==> src/verilog/ipe_pkg.sv <==
`default_nettype none
package ipe_pkg;
    // register indexes; the byte address on the bus is four times the index
    localparam logic [11:0] ipe_idx_request0     = 12'hfc0;
    localparam logic [11:0] ipe_idx_enable0_high = 12'hfc1;
    localparam logic [11:0] ipe_idx_enable0_low  = 12'hfc2;
    localparam logic [11:0] ipe_idx_request1     = 12'hfc3;
    localparam logic [11:0] ipe_idx_enable1_high = 12'hfc4;
    localparam logic [11:0] ipe_idx_enable1_low  = 12'hfc5;
    localparam logic [11:0] ipe_idx_request2     = 12'hfc6;
    localparam logic [11:0] ipe_idx_enable2_high = 12'hfc7;
    localparam logic [11:0] ipe_idx_enable2_low  = 12'hfc8;
    localparam logic [11:0] ipe_idx_edge_select  = 12'hfcd;
    localparam logic [11:0] ipe_idx_port_select  = 12'hfce;
    localparam logic [11:0] ipe_idx_control      = 12'hfcf;

    localparam logic [7:0]  ipe_reset_byte       = 8'h00;
    localparam logic [31:0] ipe_reset_word       = 32'h0000_0000;
    localparam int          ipe_gie_bit          = 7;
    localparam int          ipe_src_count        = 24;
    localparam int          ipe_vector_width     = 5;
    localparam int          ipe_addr_width       = 14;

    typedef enum logic [1:0] {
        ipe_level_off     = 2'b00,
        ipe_level_low     = 2'b01,
        ipe_level_nominal = 2'b10,
        ipe_level_high    = 2'b11
    } ipe_level_type;
endpackage
`default_nettype wire

==> src/verilog/ipe_top.sv <==
`timescale 1ns/10ps
`default_nettype none
module ipe_top (
    input  wire logic        clock,
    input  wire logic        nrst,
    input  wire logic        psel,
    input  wire logic        penable,
    input  wire logic        pwrite,
    input  wire logic [13:0] paddr,
    input  wire logic [31:0] pwdata,
    output logic [31:0]      prdata,
    output logic             pready,
    output logic             pslverr,
    input  wire logic [7:0]  src_group0,
    input  wire logic [7:0]  src_group2,
    input  wire logic [7:0]  porta_pin,
    input  wire logic [7:0]  portd_pin,
    output logic             irq_valid,
    output logic [4:0]       irq_vector,
    input  wire logic        irq_ack
);
    logic [7:0]  request0_reg;
    logic [7:0]  request1_reg;
    logic [7:0]  request2_reg;
    logic [7:0]  group0_enable_high_reg;
    logic [7:0]  group0_enable_low_reg;
    logic [7:0]  group1_enable_high_reg;
    logic [7:0]  group1_enable_low_reg;
    logic [7:0]  group2_enable_high_reg;
    logic [7:0]  group2_enable_low_reg;
    logic [7:0]  edge_select_reg;
    logic [7:0]  port_select_reg;
    logic        global_interrupt_enable_reg;
    logic [7:0]  porta_meta_reg;
    logic [7:0]  porta_sync_reg;
    logic [7:0]  portd_meta_reg;
    logic [7:0]  portd_sync_reg;
    logic [7:0]  pin_prev_reg;
    logic [31:0] prdata_reg;
    logic        irq_valid_reg;
    logic [4:0]  irq_vector_reg;

    logic [11:0] word;
    logic        aligned;
    logic        mapped;
    logic        wr_en;
    logic        access;
    logic [7:0]  read_byte;
    logic [7:0]  pin_sel;
    logic [7:0]  pin_event;
    logic [23:0] ack_mask;
    logic [23:0] pending;
    logic [23:0] enable_high;
    logic [23:0] enable_low;
    logic [47:0] level;
    logic        found;
    logic [4:0]  vector;
    logic [7:0]  request0_next;
    logic [7:0]  request1_next;
    logic [7:0]  request2_next;

    assign word    = paddr[13:2];
    assign aligned = (paddr[1:0] == 2'b00);
    assign access  = psel & penable;
    assign wr_en   = access & pwrite & mapped;
    assign pready  = 1'b1;
    assign pslverr = access & ~mapped;
    assign prdata  = prdata_reg;

    // address decode and read mux; reserved control bits read zero
    always_comb begin
        mapped    = aligned;
        read_byte = ipe_pkg::ipe_reset_byte;
        unique case (word)
            ipe_pkg::ipe_idx_request0:     read_byte = request0_reg;
            ipe_pkg::ipe_idx_enable0_high: read_byte = group0_enable_high_reg;
            ipe_pkg::ipe_idx_enable0_low:  read_byte = group0_enable_low_reg;
            ipe_pkg::ipe_idx_request1:     read_byte = request1_reg;
            ipe_pkg::ipe_idx_enable1_high: read_byte = group1_enable_high_reg;
            ipe_pkg::ipe_idx_enable1_low:  read_byte = group1_enable_low_reg;
            ipe_pkg::ipe_idx_request2:     read_byte = request2_reg;
            ipe_pkg::ipe_idx_enable2_high: read_byte = group2_enable_high_reg;
            ipe_pkg::ipe_idx_enable2_low:  read_byte = group2_enable_low_reg;
            ipe_pkg::ipe_idx_edge_select:  read_byte = edge_select_reg;
            ipe_pkg::ipe_idx_port_select:  read_byte = port_select_reg;
            ipe_pkg::ipe_idx_control:
                read_byte = {global_interrupt_enable_reg, 7'h00};
            default:                       mapped    = 1'b0;
        endcase
    end

    // read data is caught in the setup cycle so it comes from a flop
    always_ff @(posedge clock) begin
        if (!nrst) begin
            prdata_reg <= ipe_pkg::ipe_reset_word;
        end else if (psel && !penable) begin
            prdata_reg <= (mapped && !pwrite) ? {24'h000000, read_byte}
                                              : ipe_pkg::ipe_reset_word;
        end
    end

    // group0 high enable, bit 7 timer2 down to bit 0 converter
    always_ff @(posedge clock) begin
        if (!nrst) begin
            group0_enable_high_reg <= ipe_pkg::ipe_reset_byte;
        end else if (wr_en && word == ipe_pkg::ipe_idx_enable0_high) begin
            group0_enable_high_reg <= pwdata[7:0];
        end
    end

    always_ff @(posedge clock) begin
        if (!nrst) begin
            group0_enable_low_reg <= ipe_pkg::ipe_reset_byte;
        end else if (wr_en && word == ipe_pkg::ipe_idx_enable0_low) begin
            group0_enable_low_reg <= pwdata[7:0];
        end
    end

    always_ff @(posedge clock) begin
        if (!nrst) begin
            group1_enable_high_reg <= ipe_pkg::ipe_reset_byte;
            group1_enable_low_reg  <= ipe_pkg::ipe_reset_byte;
        end else begin
            if (wr_en && word == ipe_pkg::ipe_idx_enable1_high) begin
                group1_enable_high_reg <= pwdata[7:0];
            end
            if (wr_en && word == ipe_pkg::ipe_idx_enable1_low) begin
                group1_enable_low_reg <= pwdata[7:0];
            end
        end
    end

    // group2 high enable, timer3 down to portc pin 0
    always_ff @(posedge clock) begin
        if (!nrst) begin
            group2_enable_high_reg <= ipe_pkg::ipe_reset_byte;
        end else if (wr_en && word == ipe_pkg::ipe_idx_enable2_high) begin
            group2_enable_high_reg <= pwdata[7:0];
        end
    end

    always_ff @(posedge clock) begin
        if (!nrst) begin
            group2_enable_low_reg <= ipe_pkg::ipe_reset_byte;
        end else if (wr_en && word == ipe_pkg::ipe_idx_enable2_low) begin
            group2_enable_low_reg <= pwdata[7:0];
        end
    end

    always_ff @(posedge clock) begin
        if (!nrst) begin
            edge_select_reg <= ipe_pkg::ipe_reset_byte;
            port_select_reg <= ipe_pkg::ipe_reset_byte;
        end else begin
            if (wr_en && word == ipe_pkg::ipe_idx_edge_select) begin
                edge_select_reg <= pwdata[7:0];
            end
            if (wr_en && word == ipe_pkg::ipe_idx_port_select) begin
                port_select_reg <= pwdata[7:0];
            end
        end
    end

    // pins are asynchronous: two flops before anything looks at them
    always_ff @(posedge clock) begin
        if (!nrst) begin
            porta_meta_reg <= ipe_pkg::ipe_reset_byte;
            porta_sync_reg <= ipe_pkg::ipe_reset_byte;
            portd_meta_reg <= ipe_pkg::ipe_reset_byte;
            portd_sync_reg <= ipe_pkg::ipe_reset_byte;
            pin_prev_reg   <= ipe_pkg::ipe_reset_byte;
        end else begin
            porta_meta_reg <= porta_pin;
            porta_sync_reg <= porta_meta_reg;
            portd_meta_reg <= portd_pin;
            portd_sync_reg <= portd_meta_reg;
            pin_prev_reg   <= pin_sel;
        end
    end

    // each pin position takes port a or port d as selected
    assign pin_sel = (port_select_reg & portd_sync_reg) | (~port_select_reg & porta_sync_reg);
    // changing the port select can look like an edge; software should clear afterwards
    assign pin_event = (edge_select_reg & pin_sel & ~pin_prev_reg)
                     | (~edge_select_reg & ~pin_sel & pin_prev_reg);

    // an acknowledge retires exactly the request that was presented
    assign ack_mask = (irq_ack && irq_valid_reg) ? (24'h000001 << irq_vector_reg) : 24'h000000;

    // sources set their bit; set wins over a clear in the same cycle
    always_comb begin
        request0_next = request0_reg & ~ack_mask[7:0];
        request1_next = request1_reg & ~ack_mask[15:8];
        request2_next = request2_reg & ~ack_mask[23:16];
        if (wr_en && word == ipe_pkg::ipe_idx_request0) begin
            request0_next = pwdata[7:0];
        end
        if (wr_en && word == ipe_pkg::ipe_idx_request1) begin
            request1_next = pwdata[7:0];
        end
        if (wr_en && word == ipe_pkg::ipe_idx_request2) begin
            request2_next = pwdata[7:0];
        end
        request0_next = request0_next | src_group0;
        request1_next = request1_next | pin_event;
        request2_next = request2_next | src_group2;
    end

    always_ff @(posedge clock) begin
        if (!nrst) begin
            request0_reg <= ipe_pkg::ipe_reset_byte;
            request1_reg <= ipe_pkg::ipe_reset_byte;
            request2_reg <= ipe_pkg::ipe_reset_byte;
        end else begin
            request0_reg <= request0_next;
            request1_reg <= request1_next;
            request2_reg <= request2_next;
        end
    end

    // global enable: an acknowledge clears it, a software write that lands
    // in the same cycle wins so an enable request is never lost
    always_ff @(posedge clock) begin
        if (!nrst) begin
            global_interrupt_enable_reg <= 1'b0;
        end else if (wr_en && word == ipe_pkg::ipe_idx_control) begin
            global_interrupt_enable_reg <= pwdata[ipe_pkg::ipe_gie_bit];
        end else if (irq_ack && irq_valid_reg) begin
            global_interrupt_enable_reg <= 1'b0;
        end
    end

    assign pending     = {request2_reg, request1_reg, request0_reg};
    assign enable_high = {group2_enable_high_reg, group1_enable_high_reg, group0_enable_high_reg};
    assign enable_low  = {group2_enable_low_reg, group1_enable_low_reg, group0_enable_low_reg};

    // pair high and low bits into a level code
    for (genvar i = 0; i < ipe_pkg::ipe_src_count; i++) begin : g_level
        assign level[2*i +: 2] = {enable_high[i], enable_low[i]};
    end

    ipe_select u_select (
        .pending (pending),
        .level   (level),
        .found   (found),
        .vector  (vector)
    );

    // present to the core only while globally enabled
    always_ff @(posedge clock) begin
        if (!nrst) begin
            irq_valid_reg  <= 1'b0;
            irq_vector_reg <= 5'h00;
        end else begin
            irq_valid_reg  <= global_interrupt_enable_reg & found & ~(irq_ack & irq_valid_reg);
            irq_vector_reg <= vector;
        end
    end

    assign irq_valid  = irq_valid_reg;
    assign irq_vector = irq_vector_reg;
endmodule // ipe_top
`default_nettype wire

==> src/verilog/ipe_select.sv <==
`timescale 1ns/10ps
`default_nettype none
module ipe_select (
    input  wire logic [23:0] pending,
    input  wire logic [47:0] level,
    output logic             found,
    output logic [4:0]       vector
);
    logic [1:0] best;

    // level then order: scanning downward with >= lets the lowest index win a tie
    always_comb begin
        best   = ipe_pkg::ipe_level_off;
        found  = 1'b0;
        vector = 5'h00;
        for (int i = ipe_pkg::ipe_src_count - 1; i >= 0; i--) begin
            if (pending[i] && (level[2*i +: 2] != ipe_pkg::ipe_level_off)
                && (level[2*i +: 2] >= best)) begin
                best   = level[2*i +: 2];
                found  = 1'b1;
                vector = 5'(i);
            end
        end
    end
endmodule // ipe_select
`default_nettype wire

==> config.mk <==
export PLATFORM = sky130hd
export DESIGN_NAME = ipe_top
export DESIGN_NICKNAME = d
export VERILOG_FILES = /design/src/verilog/ipe_pkg.sv /design/src/verilog/ipe_top.sv /design/src/verilog/ipe_select.sv
export SDC_FILE = /design/constraint.sdc
export NUM_CORES = 1
export LEC_CHECK = 0
export ABC_CLOCK_PERIOD_IN_PS = 35200
export BUFFER_PORTS_ARGS = -buffer_cell sky130_fd_sc_hd__buf_2
export CORE_MARGIN = 1.5
export CORE_UTILIZATION = 30
export CTS_CLUSTER_DIAMETER = 60
export DETAILED_ROUTE_END_ITERATION = 16
export PLACE_DENSITY = 0.59
export SLEW_MARGIN = 20
export SYNTH_ARGS = -nofsm -noshare
export SYNTH_HDL_FRONTEND = slang
export SYNTH_SLANG_ARGS = --single-unit
export TNS_END_PERCENT = 100
==> constraint.sdc <==
create_clock -name clock -period 35.2 [get_ports clock]
set_clock_uncertainty 0.05 [all_clocks]
set_input_delay 1.76 -clock clock [delete_from_list [all_inputs] [get_ports clock]]
set_output_delay 1.76 -clock clock [all_outputs]
set_load 0.05 [all_outputs]
==> impl_metrics.tcl, run 1 <==
set metrics [dict create \
    r2r_start "request2_reg[7]" \
    finalSetupTns_ns 0 \
    worstPathRequired_ns 35.51 \
    vias 7905 \
    synth-async-reset-ratio_pct 0 \
    synth_cells 1033 \
    core_area_mm2 0.02778 \
    crit_path_start_kind "flip-flop" \
    yosysUniqueCellTypes 81 \
    worst_pin_slew_ns 0.8418 \
    fp.dieH_um 170.8 \
    final-hold-violation-count 0 \
    rsz0062_at_grt "no" \
    fin_crit_sh_pct 84.18 \
    path_buf_inv 8 \
    grt_usage_pct 19.21 \
    synth_ff_type "dfxtp_1" \
    cp.arrival_ns 29.94 \
    cellLeakagePower_uw 0.003630 \
    clock_sinks 143 \
    grt_pass1_vias 7193 \
    dp_hpwl_um 20430 \
    h-tree-depth 4 \
    crit_family "compound AO/OA/AOI/OAI gates" \
    ant_nets 0 \
    remaining_drc_errors 0 \
    achievable-frequency_mhz 33.75 \
    slew_headroom_pct 43.68 \
    drive_above_1_share_pct 13.56 \
    wirelength_um 27550 \
    diodes 0 \
    post_cts_resize_count 0 \
    status "finished clean" \
    post-route-min-period_ns 29.63 \
    maxSlewViolCount 0 \
    rows 61 \
    first_pass_iters 5 \
    port_buffers 74 \
    tritoncts "done" \
    crit_path_top_delay_cell "dfxtp_1" \
    peakVddDrop_uv 23.96 \
    cp-startpoint "request2_reg[7]" \
    ctsHoldBuffers 0 \
    ys.warnings.count 0 \
    yosysTopAreaCell "dfxtp_1" \
    syn_area_mm2 0.008451 \
    ys_seq_elements 143 \
    initialDrtViolationCount 760 \
    ys_top_cells_by_count "dfxtp_1, nand2_1, nor2_1, nand3_1, nor2b_1" \
    root_buffer "clkbuf_16" \
    crit_top_cell "ha_1" \
    postLayoutCellArea_mm2 0.009734 \
    finalSetupViolCount 0 \
    powerDensity_mw_per_mm2 38.34 \
    cpPeakStageDelay_ns 0.53 \
    seq_area_frac_synth_pct 33.88 \
    io_pins 124 \
    antenna_found_initial 0 \
    crit_end "irq_vector[3]" \
    gp_congestion 0.8901 \
    start_util_pct 30.42 \
    yosys.area.top_type_share_pct 33.88 \
    detail_route.vias_per_cell 5.327 \
    placed_area_mm2 0.009128 \
    grt_remaining_overflow 0 \
    path_clk_slew_ns 0.07 \
    ff2ff_setup_slack_ns 5.57 \
    synthToLayoutAreaGrowth_pct 15.19 \
    pre_cts_slack_ns 6.153 \
    setup_slack_ns 5.569 \
    holdPathStages 1 \
    crit_path_end_kind "flip-flop" \
    final_util_pct 35.04 \
    cts_buffer_depth 2 \
    grt_pass1_wl_um 42280 \
    synth_area_leaders "dfxtp_1, mux2i_1, nand2_1" \
    crit_path_max_fanout 7 \
    syn_avg_cell_area_um2 8.181 \
    wire_per_inst_um 18.56 \
    grt_max_degree 129 \
    cap_violations 0 \
    crit_type "reg2reg" \
    cts_buffers 17 \
    synth.most_common_cell "dfxtp_1" \
    worstHoldPathType "reg2reg" \
    crit_cells 148 \
    hold_ws_ns 0.3831 \
    dieWidth_um 170.8 \
    cts_setup_buffers 0 \
    reg2reg_to "irq_vector[3]" \
    insertion_delay_ns 0.44 \
    synth_edf_count 0 \
    die_area_mm2 0.02918 \
    nNetsFinal 1203 \
    r2r_cells 148 \
]
==> cells by family (layout without fill, tap and decap cells) <==
| family | count (synthesis) | in the layout | share of synthesized area, % |
|---|---|---|---|
| multiplexers | 45 | 45 | 5.360 |
| flip-flops | 143 | 143 | 33.88 |
| AO/OA/AOI/OAI | 285 | 285 | 23.91 |
| XOR/XNOR | 1 | 1 | 0.1037 |
| adder cells (fa/ha/maj) | 29 | 29 | 4.205 |
| other | 2 | 25 | 0.08887 |
| AND/OR/NAND/NOR | 418 | 418 | 26.44 |
| buffers and inverters | 110 | 160 | 6.011 |
==> worst register-to-register path: cells and delay by family, from the launching register on <==
family | cells | cell delay [ns]
AO/OA/AOI/OAI | 57 | 11.70
AND/OR/NAND/NOR | 54 | 8.28
adder cells (fa/ha/maj) | 26 | 7.34
multiplexers | 3 | 1.02
buffers and inverters | 8 | 0.65
flip-flops | 1 | 0.53
==> area by class of cell <==
| type | count | area [um^2] |
|---|---|---|
| Fill cell | 2910 | 18050 |
| Clock buffer | 17 | 425.4 |
| Tap cell | 378 | 473.0 |
| Timing Repair Buffer | 85 | 459.2 |
| Inverter | 43 | 161.4 |
| Multi-Input combinational cell | 803 | 5180 |
| Sequential cell | 143 | 2863 |
| Clock inverter | 15 | 172.7 |
==> placed cells by master, fill, tap and decap left out, types with 7 or more instances in the layout <==
master / n
dfxtp_1: 143
nand2_1: 91
buf_2: 73
nor2_1: 72
nand3_1: 56
nor2b_1: 54
a21oi_1: 53
a21boi_0: 45
inv_1: 43
mux2i_1: 43
and2_1: 42
o21ai_0: 42
a22oi_1: 29
o21a_1: 26
ha_1: 26
conb_1: 25
nand2b_1: 24
clkbuf_16: 17
nand4_1: 13
and3_1: 12
nor3_1: 12
a222oi_1: 11
buf_4: 11
a22o_1: 10
a31oi_1: 8
a221oi_1: 7
==> worst min path at each step <==
stage	start	endpoint	slack, ns
finish	porta_meta_reg[2]	porta_sync_reg[2]	0.38
global route	porta_meta_reg[3]	porta_sync_reg[3]	0.40
CTS	portd_meta_reg[1]	portd_sync_reg[1]	0.38
detailed placement	portd_meta_reg[1]	portd_sync_reg[1]	0.37
global placement	porta_meta_reg[1]	porta_sync_reg[1]	0.37
floorplan	porta_meta_reg[0]	porta_sync_reg[0]	0.36
==> power breakdown <==
group          internal [uW]  switching, uW
Combinational           7.42           15.5
Sequential               165           3.95
Clock                   95.3           85.7
==> stage by stage <==
step                      std cells  total power, uW
final                          1484            373.2
after global routing           1484            385.7
after CTS                      1484            375.6
after detailed placement       1452            195.7
after global placement         1452            195.5
after floorplan                1056            188.8
==> metal layers <==
metal | GRT usage (%) | share of wire (%) | vias up
met4 | 9.840 | 4.9 | 0
met2 | 31.55 | 46 | 302
met1 | 23.87 | 42 | 3746
met3 | 3.747 | 6.7 | 68
met5 | 0 | 0 | -
li1 | - | - | 3789
No activity file was read; power rests on OpenSTA's default activity.
==> inputs of run 2 (changes only) <==
--- a/config.mk
+++ b/config.mk
@@ -5,13 +5,14 @@
 export SDC_FILE = /design/constraint.sdc
 export NUM_CORES = 1
 export LEC_CHECK = 0
-export ABC_CLOCK_PERIOD_IN_PS = 35200
+export ABC_AREA = 1
+export ABC_CLOCK_PERIOD_IN_PS = 26700
 export BUFFER_PORTS_ARGS = -buffer_cell sky130_fd_sc_hd__buf_2
 export CORE_MARGIN = 1.5
 export CORE_UTILIZATION = 30
 export CTS_CLUSTER_DIAMETER = 60
 export DETAILED_ROUTE_END_ITERATION = 16
-export PLACE_DENSITY = 0.59
+export PLACE_DENSITY = 0.61
 export SLEW_MARGIN = 20
 export SYNTH_ARGS = -nofsm -noshare
 export SYNTH_HDL_FRONTEND = slang
==> constraint.sdc (replaced) <==
create_clock -name clock -period 26.7 [get_ports clock]
set_clock_uncertainty 0.05 [all_clocks]
set_input_delay 1.335 -clock clock [delete_from_list [all_inputs] [get_ports clock]]
set_output_delay 1.335 -clock clock [all_outputs]
set_load 0.05 [all_outputs]
==> impl_metrics.tcl, run 2 <==
set metrics [dict create \
    synth-async-reset-ratio_pct 0 \
    gr-usage-met1_pct 24.81 \
    worst_pin_slew_ns 1.043 \
    synth_area_leaders "dfxtp_1, nand2_1, inv_1" \
    cellLeakagePower_uw 0.004196 \
    detail_route.vias_per_cell 4.980 \
    cts_setup_buffers 0 \
    diodes 0 \
    tritoncts "done" \
    core_area_mm2 0.02621 \
    ys_top_cells_by_count "nand2_1, inv_1, dfxtp_1, a21oi_1, o21ai_0" \
    crit_path_start_kind "flip-flop" \
    synth_edf_count 0 \
    cpPeakStageDelay_ns 0.38 \
    cp.arrival_ns 22.47 \
    wire_per_inst_um 17.40 \
    rows 59 \
    cts_buffers 17 \
    hold_ws_ns 0.3601 \
    final-hold-violation-count 0 \
    clock_sinks 143 \
    achievable-frequency_mhz 45.01 \
    synth_xor_area_share_pct 0 \
    synthMuxAreaShare_pct 0.9946 \
    cp-startpoint "group2_enable_high_reg[7]" \
    insertion_delay_ns 0.43 \
    post_cts_resize_count 0 \
    powerDensity_mw_per_mm2 55.00 \
    r2r_cells 174 \
    synth_cells 1178 \
    nNetsFinal 1347 \
    gp_congestion 0.9943 \
    final_common_cell "nand2_1" \
    crit_path_top_delay_cell "dfxtp_1" \
    syn_avg_cell_area_um2 6.835 \
    ff2ff_setup_slack_ns 4.48 \
    post-route-min-period_ns 22.22 \
    crit_end "irq_valid" \
    fin_crit_sh_pct 83.21 \
    crit_path_max_fanout 5 \
    worstPathRequired_ns 26.95 \
    grt.busiest_layer "met2" \
    status "finished clean" \
    peakVddDrop_uv 43.11 \
    grt_pass1_vias 7012 \
    start_util_pct 30.72 \
    r2r_start "group2_enable_high_reg[7]" \
    yosys.area.top_type_share_pct 35.56 \
    cts_buffer_depth 2 \
    seq_area_frac_synth_pct 35.56 \
    reg2reg_to "irq_valid" \
    dieWidth_um 166.8 \
    dp.cells 1553 \
    syn_area_mm2 0.008051 \
    crit_path_end_kind "flip-flop" \
    wirelength_um 27580 \
    worstHoldPathType "reg2reg" \
    grtUsageMet2_pct 32.42 \
    synth_top_family_by_area "compound AO/OA/AOI/OAI gates" \
    fp.dieH_um 166.8 \
    final_cells 1585 \
    h-tree-depth 4 \
    multi_input_area_mm2 0.004182 \
    synthToLayoutAreaGrowth_pct 14.81 \
    io_pins 124 \
    grt_usage_pct 19.62 \
    cap_violations 0 \
    grt_max_degree 100 \
    synth.most_common_cell "nand2_1" \
    antenna_found_initial 0 \
    seqCellArea_mm2 0.002863 \
    rsz0062_at_grt "no" \
    ys.warnings.count 0 \
    slew_headroom_pct 29.85 \
    synth_adder_area_share_pct 4.040 \
    drive_above_1_share_pct 11.20 \
    grt_pass1_wl_um 41250 \
    initialDrtViolationCount 588 \
    path_clk_slew_ns 0.06 \
    root_buffer "clkbuf_16" \
    yosysTopAreaCell "dfxtp_1" \
    finalSetupViolCount 0 \
    grt_remaining_overflow 0 \
    yosysUniqueCellTypes 45 \
    port_buffers 74 \
    vias 7894 \
    dp_hpwl_um 21110 \
    holdPathStages 2 \
    synth_compound_area_share_pct 23.92 \
    finalSetupTns_ns 0 \
    layout_common_cells "nand2_1, inv_1, dfxtp_1, a21oi_1, o21ai_0" \
    crit_top_cell "nand2_1" \
    first_pass_iters 7 \
    ant_nets 0 \
    yosys.area_share.simple_pct 21.74 \
    synth_ff_type "dfxtp_1" \
    die_area_mm2 0.02783 \
    remaining_drc_errors 0 \
    fill_cells 2790 \
    maxSlewViolCount 0 \
    ys_seq_elements 143 \
    crit_type "reg2reg" \
    ctsHoldBuffers 0 \
    use_met3_pct 2.947 \
]
==> run 2: cell type report <==
cell class	count	area share [%]
Timing Repair Buffer	76	4.169
Clock buffer	19	4.683
Multi-Input combinational cell	790	45.24
Tap cell	335	4.534
Clock inverter	13	1.922
Sequential cell	143	30.97
Inverter	209	8.487
==> run 2: metrics by stage <==
| step | instance area [um^2] | setup WS (ns) | utilization [%] | power [uW] |
|---|---|---|---|---|
| floorplan | 8138 | 7.032 | - | 251.0 |
| global placement | 8633 | 5.009 | 32.94 | 260.8 |
| detailed placement | 8633 | 4.610 | 32.94 | 261.1 |
| CTS | 9244 | 4.552 | 35.27 | 509.3 |
| global route | 9244 | 1.915 | 35.27 | 522.6 |
| finish | 9244 | 4.482 | 35.27 | 508.4 |
==> run 2: worst min-delay path by stage <==
stage                                 start                 to  slack, ns
final                     portd_meta_reg[4]  portd_sync_reg[4]       0.36
after global routing      porta_meta_reg[6]  porta_sync_reg[6]       0.38
after CTS                 porta_meta_reg[3]  porta_sync_reg[3]       0.36
after detailed placement  porta_meta_reg[3]  porta_sync_reg[3]       0.35
after global placement    portd_meta_reg[0]  portd_sync_reg[0]       0.35
after floorplan           porta_meta_reg[0]  porta_sync_reg[0]       0.34
==> run 2: critical path: cells and delay by family, from the launching register on <==
kind	cells	cell delay, ns
fa+ha+maj	23	6.07
flops	1	0.38
buf+inv	22	1.37
simple gates	105	10.27
compound gates	24	3.87
==> run 2: cells by family after synthesis <==
logic type,count (synthesis)
AND/OR/NAND/NOR,398
AO/OA/AOI/OAI,333
buffers and inverters,268
flip-flops,143
adder cells (fa/ha/maj),26
multiplexers,8
other,2
==> run 2: where the power goes <==
part           internal (uW)  total, uW  leakage, uW  switching, uW
clock network            149        252     0.000291            102
registers                219        222      0.00117           3.39
logic                   8.75       34.9      0.00274           26.1
==> run 2: layer usage <==
layer	vias up	wire [um]
met5	-	0
met4	0	1163
met3	61	1581
met2	269	12880
met1	3584	11950
li1	3980	-
==> inputs of run 3 (changes only) <==
--- a/config.mk
+++ b/config.mk
@@ -6,7 +6,7 @@
 export NUM_CORES = 1
 export LEC_CHECK = 0
 export ABC_AREA = 1
-export ABC_CLOCK_PERIOD_IN_PS = 26700
+export ABC_CLOCK_PERIOD_IN_PS = 18800
 export BUFFER_PORTS_ARGS = -buffer_cell sky130_fd_sc_hd__buf_2
 export CORE_MARGIN = 1.5
 export CORE_UTILIZATION = 30
==> constraint.sdc (replaced) <==
create_clock -name clock -period 18.8 [get_ports clock]
set_clock_uncertainty 0.05 [all_clocks]
set_input_delay 0.94 -clock clock [delete_from_list [all_inputs] [get_ports clock]]
set_output_delay 0.94 -clock clock [all_outputs]
set_load 0.05 [all_outputs]
==> impl_metrics.tcl, run 3 (same netlist as run 2, synthesis figures left out) <==
set metrics [dict create \
    grt_usage_pct 21.51 \
    final-hold-violation-count 0 \
    io_pins 124 \
    holdPathStages 2 \
    root_buffer "clkbuf_16" \
    grt_pass1_vias 8078 \
    peakVddDrop_uv 66.87 \
    post-route-min-period_ns 20.00 \
    worstPathRequired_ns 19.05 \
    cap_violations 0 \
    powerDensity_mw_per_mm2 63.53 \
    detail_route.vias_per_cell 4.937 \
    insertion_delay_ns 0.43 \
    h-tree-depth 4 \
    maxSlewViolCount 0 \
    grt.busiest_layer "met2" \
    path_clk_slew_ns 0.07 \
    antenna_found_initial 0 \
    core_area_mm2 0.02621 \
    layout_common_cells "inv_1, nand2_1, buf_4, dfxtp_1, a21oi_1" \
    first_pass_iters 11 \
    die_area_mm2 0.02783 \
    crit_path_top_delay_cell "dfxtp_2" \
    wire_per_inst_um 17.32 \
    r2r_cells 171 \
    rsz0062_at_grt "yes" \
    grt_max_degree 99 \
    violations "design-rule violations, negative setup slack" \
    drive_above_1_share_pct 30.72 \
    crit_cells 171 \
    gr-usage-met1_pct 26.39 \
    clock_sinks 143 \
    final_common_cell "inv_1" \
    dieWidth_um 166.8 \
    crit_path_max_fanout 4 \
    grt_remaining_overflow 0 \
    slew_headroom_pct 23.62 \
    cpPeakStageDelay_ns 0.34 \
    crit_top_cell "nand2_2" \
    crit_path_start_kind "flip-flop" \
    cts_buffers 17 \
    hold_ws_ns 0.3620 \
    diodes 0 \
    final_cells 1751 \
    synthToLayoutAreaGrowth_pct 37.31 \
    setup_slack_ns -1.196 \
    vias 8645 \
    ff2ff_setup_slack_ns -1.20 \
    cts_buffer_depth 2 \
    fin_crit_sh_pct 106.4 \
    fp.dieH_um 166.8 \
    initialDrtViolationCount 644 \
    dp.cells 1636 \
    gp_congestion 0.9741 \
    grt_pass1_wl_um 45670 \
    port_buffers 74 \
    crit_family "simple AND/OR/NAND/NOR gates" \
    worstHoldPathType "reg2reg" \
    dp_hpwl_um 21550 \
    grtUsageMet2_pct 36.26 \
    remaining_drc_errors 1 \
    achievable-frequency_mhz 50.01 \
    ant_nets 0 \
    rows 59 \
    path_buf_inv 20 \
    finalSetupViolCount 6 \
    status "finished with violations" \
    use_met3_pct 3.232 \
    crit_path_end_kind "flip-flop" \
    wirelength_um 30320 \
    ctsHoldBuffers 0 \
    tritoncts "done" \
    crit_type "reg2reg" \
    cp.arrival_ns 20.24 \
    worst_pin_slew_ns 1.135 \
    cellLeakagePower_uw 0.005030 \
    start_util_pct 30.72 \
    nNetsFinal 1513 \
]
run 3: cell types whose count changed in the layout (fill, tap and decap cells not counted), moves of 16 or more:
cell	before	now
buf_4	2	167
ha_1	26	10
ha_4	0	16
nand2_1	216	178
nand2_2	4	40
nand3_1	45	26
nand3_2	8	27
run 3: worst reg2reg max path, delay by kind of cell, from the launching register on:
kind,cells,cell delay [ns]
AO/OA/AOI/OAI,23,3.23
adder cells (fa/ha/maj),23,5.81
buffers and inverters,20,1.13
flip-flops,1,0.34
AND/OR/NAND/NOR,105,9.30
run 3: path summary, 6_finish.rpt:
path / start / endpoint
worst max register to register: group2_enable_low_reg[7] / irq_valid
worst min-delay path: portd_meta_reg[0] / portd_sync_reg[0]
worst min register to register: portd_meta_reg[0] / portd_sync_reg[0]
worst max-delay path: group2_enable_low_reg[7] / irq_valid
run 3: repair_timing:
item                       4_1_cts  5_1_grt
buffers inserted                57       33
setup endpoints to repair        6        6
gates resized for setup          4      112
hold endpoints to repair         0        0
pin swaps                       15      120
run 3: per-stage QoR:
stage / power, uW / utilization (%) / setup WS, ns / cell area, um^2 / setup TNS [ns]
global route: 722.9 / 42.19 / -2.615 / 11060 / -14.87
detailed placement: 371.9 / 35.70 / -1.512 / 9356 / -8.034
global placement: 371.4 / 35.70 / -0.7789 / 9356 / -3.842
floorplan: 356.7 / - / -0.3440 / 8238 / -1.178
CTS: 704.5 / 39.59 / -1.348 / 10380 / -7.531
finish: 702.3 / 42.19 / -1.196 / 11060 / -6.576
run 3: per-layer routing:
metal	vias to the layer above	part of all wire (%)	wire [um]
li1	4326	-	-
met5	-	0	0
met4	0	5.1	1544
met2	275	47	14290
met1	3954	43	13010
met3	90	4.9	1475
run 3: layout make-up:
type	instances	area, um^2
Clock buffer	18	439.2
Inverter	209	784.5
Sequential cell	143	2869
Tap cell	335	419.2
Clock inverter	14	143.9
Multi-Input combinational cell	790	4765
Timing Repair Buffer	242	1635
Fill cell	2613	15150
run 3: where the power goes:
group / leakage [uW] / switching, uW / total, uW / internal, uW
clock network: 0.000286 / 156 / 336 / 181
registers: 0.00117 / 5.16 / 315 / 310
logic: 0.00358 / 38.1 / 50.8 / 12.7
total: 0.00503 / 199 / 702 / 503
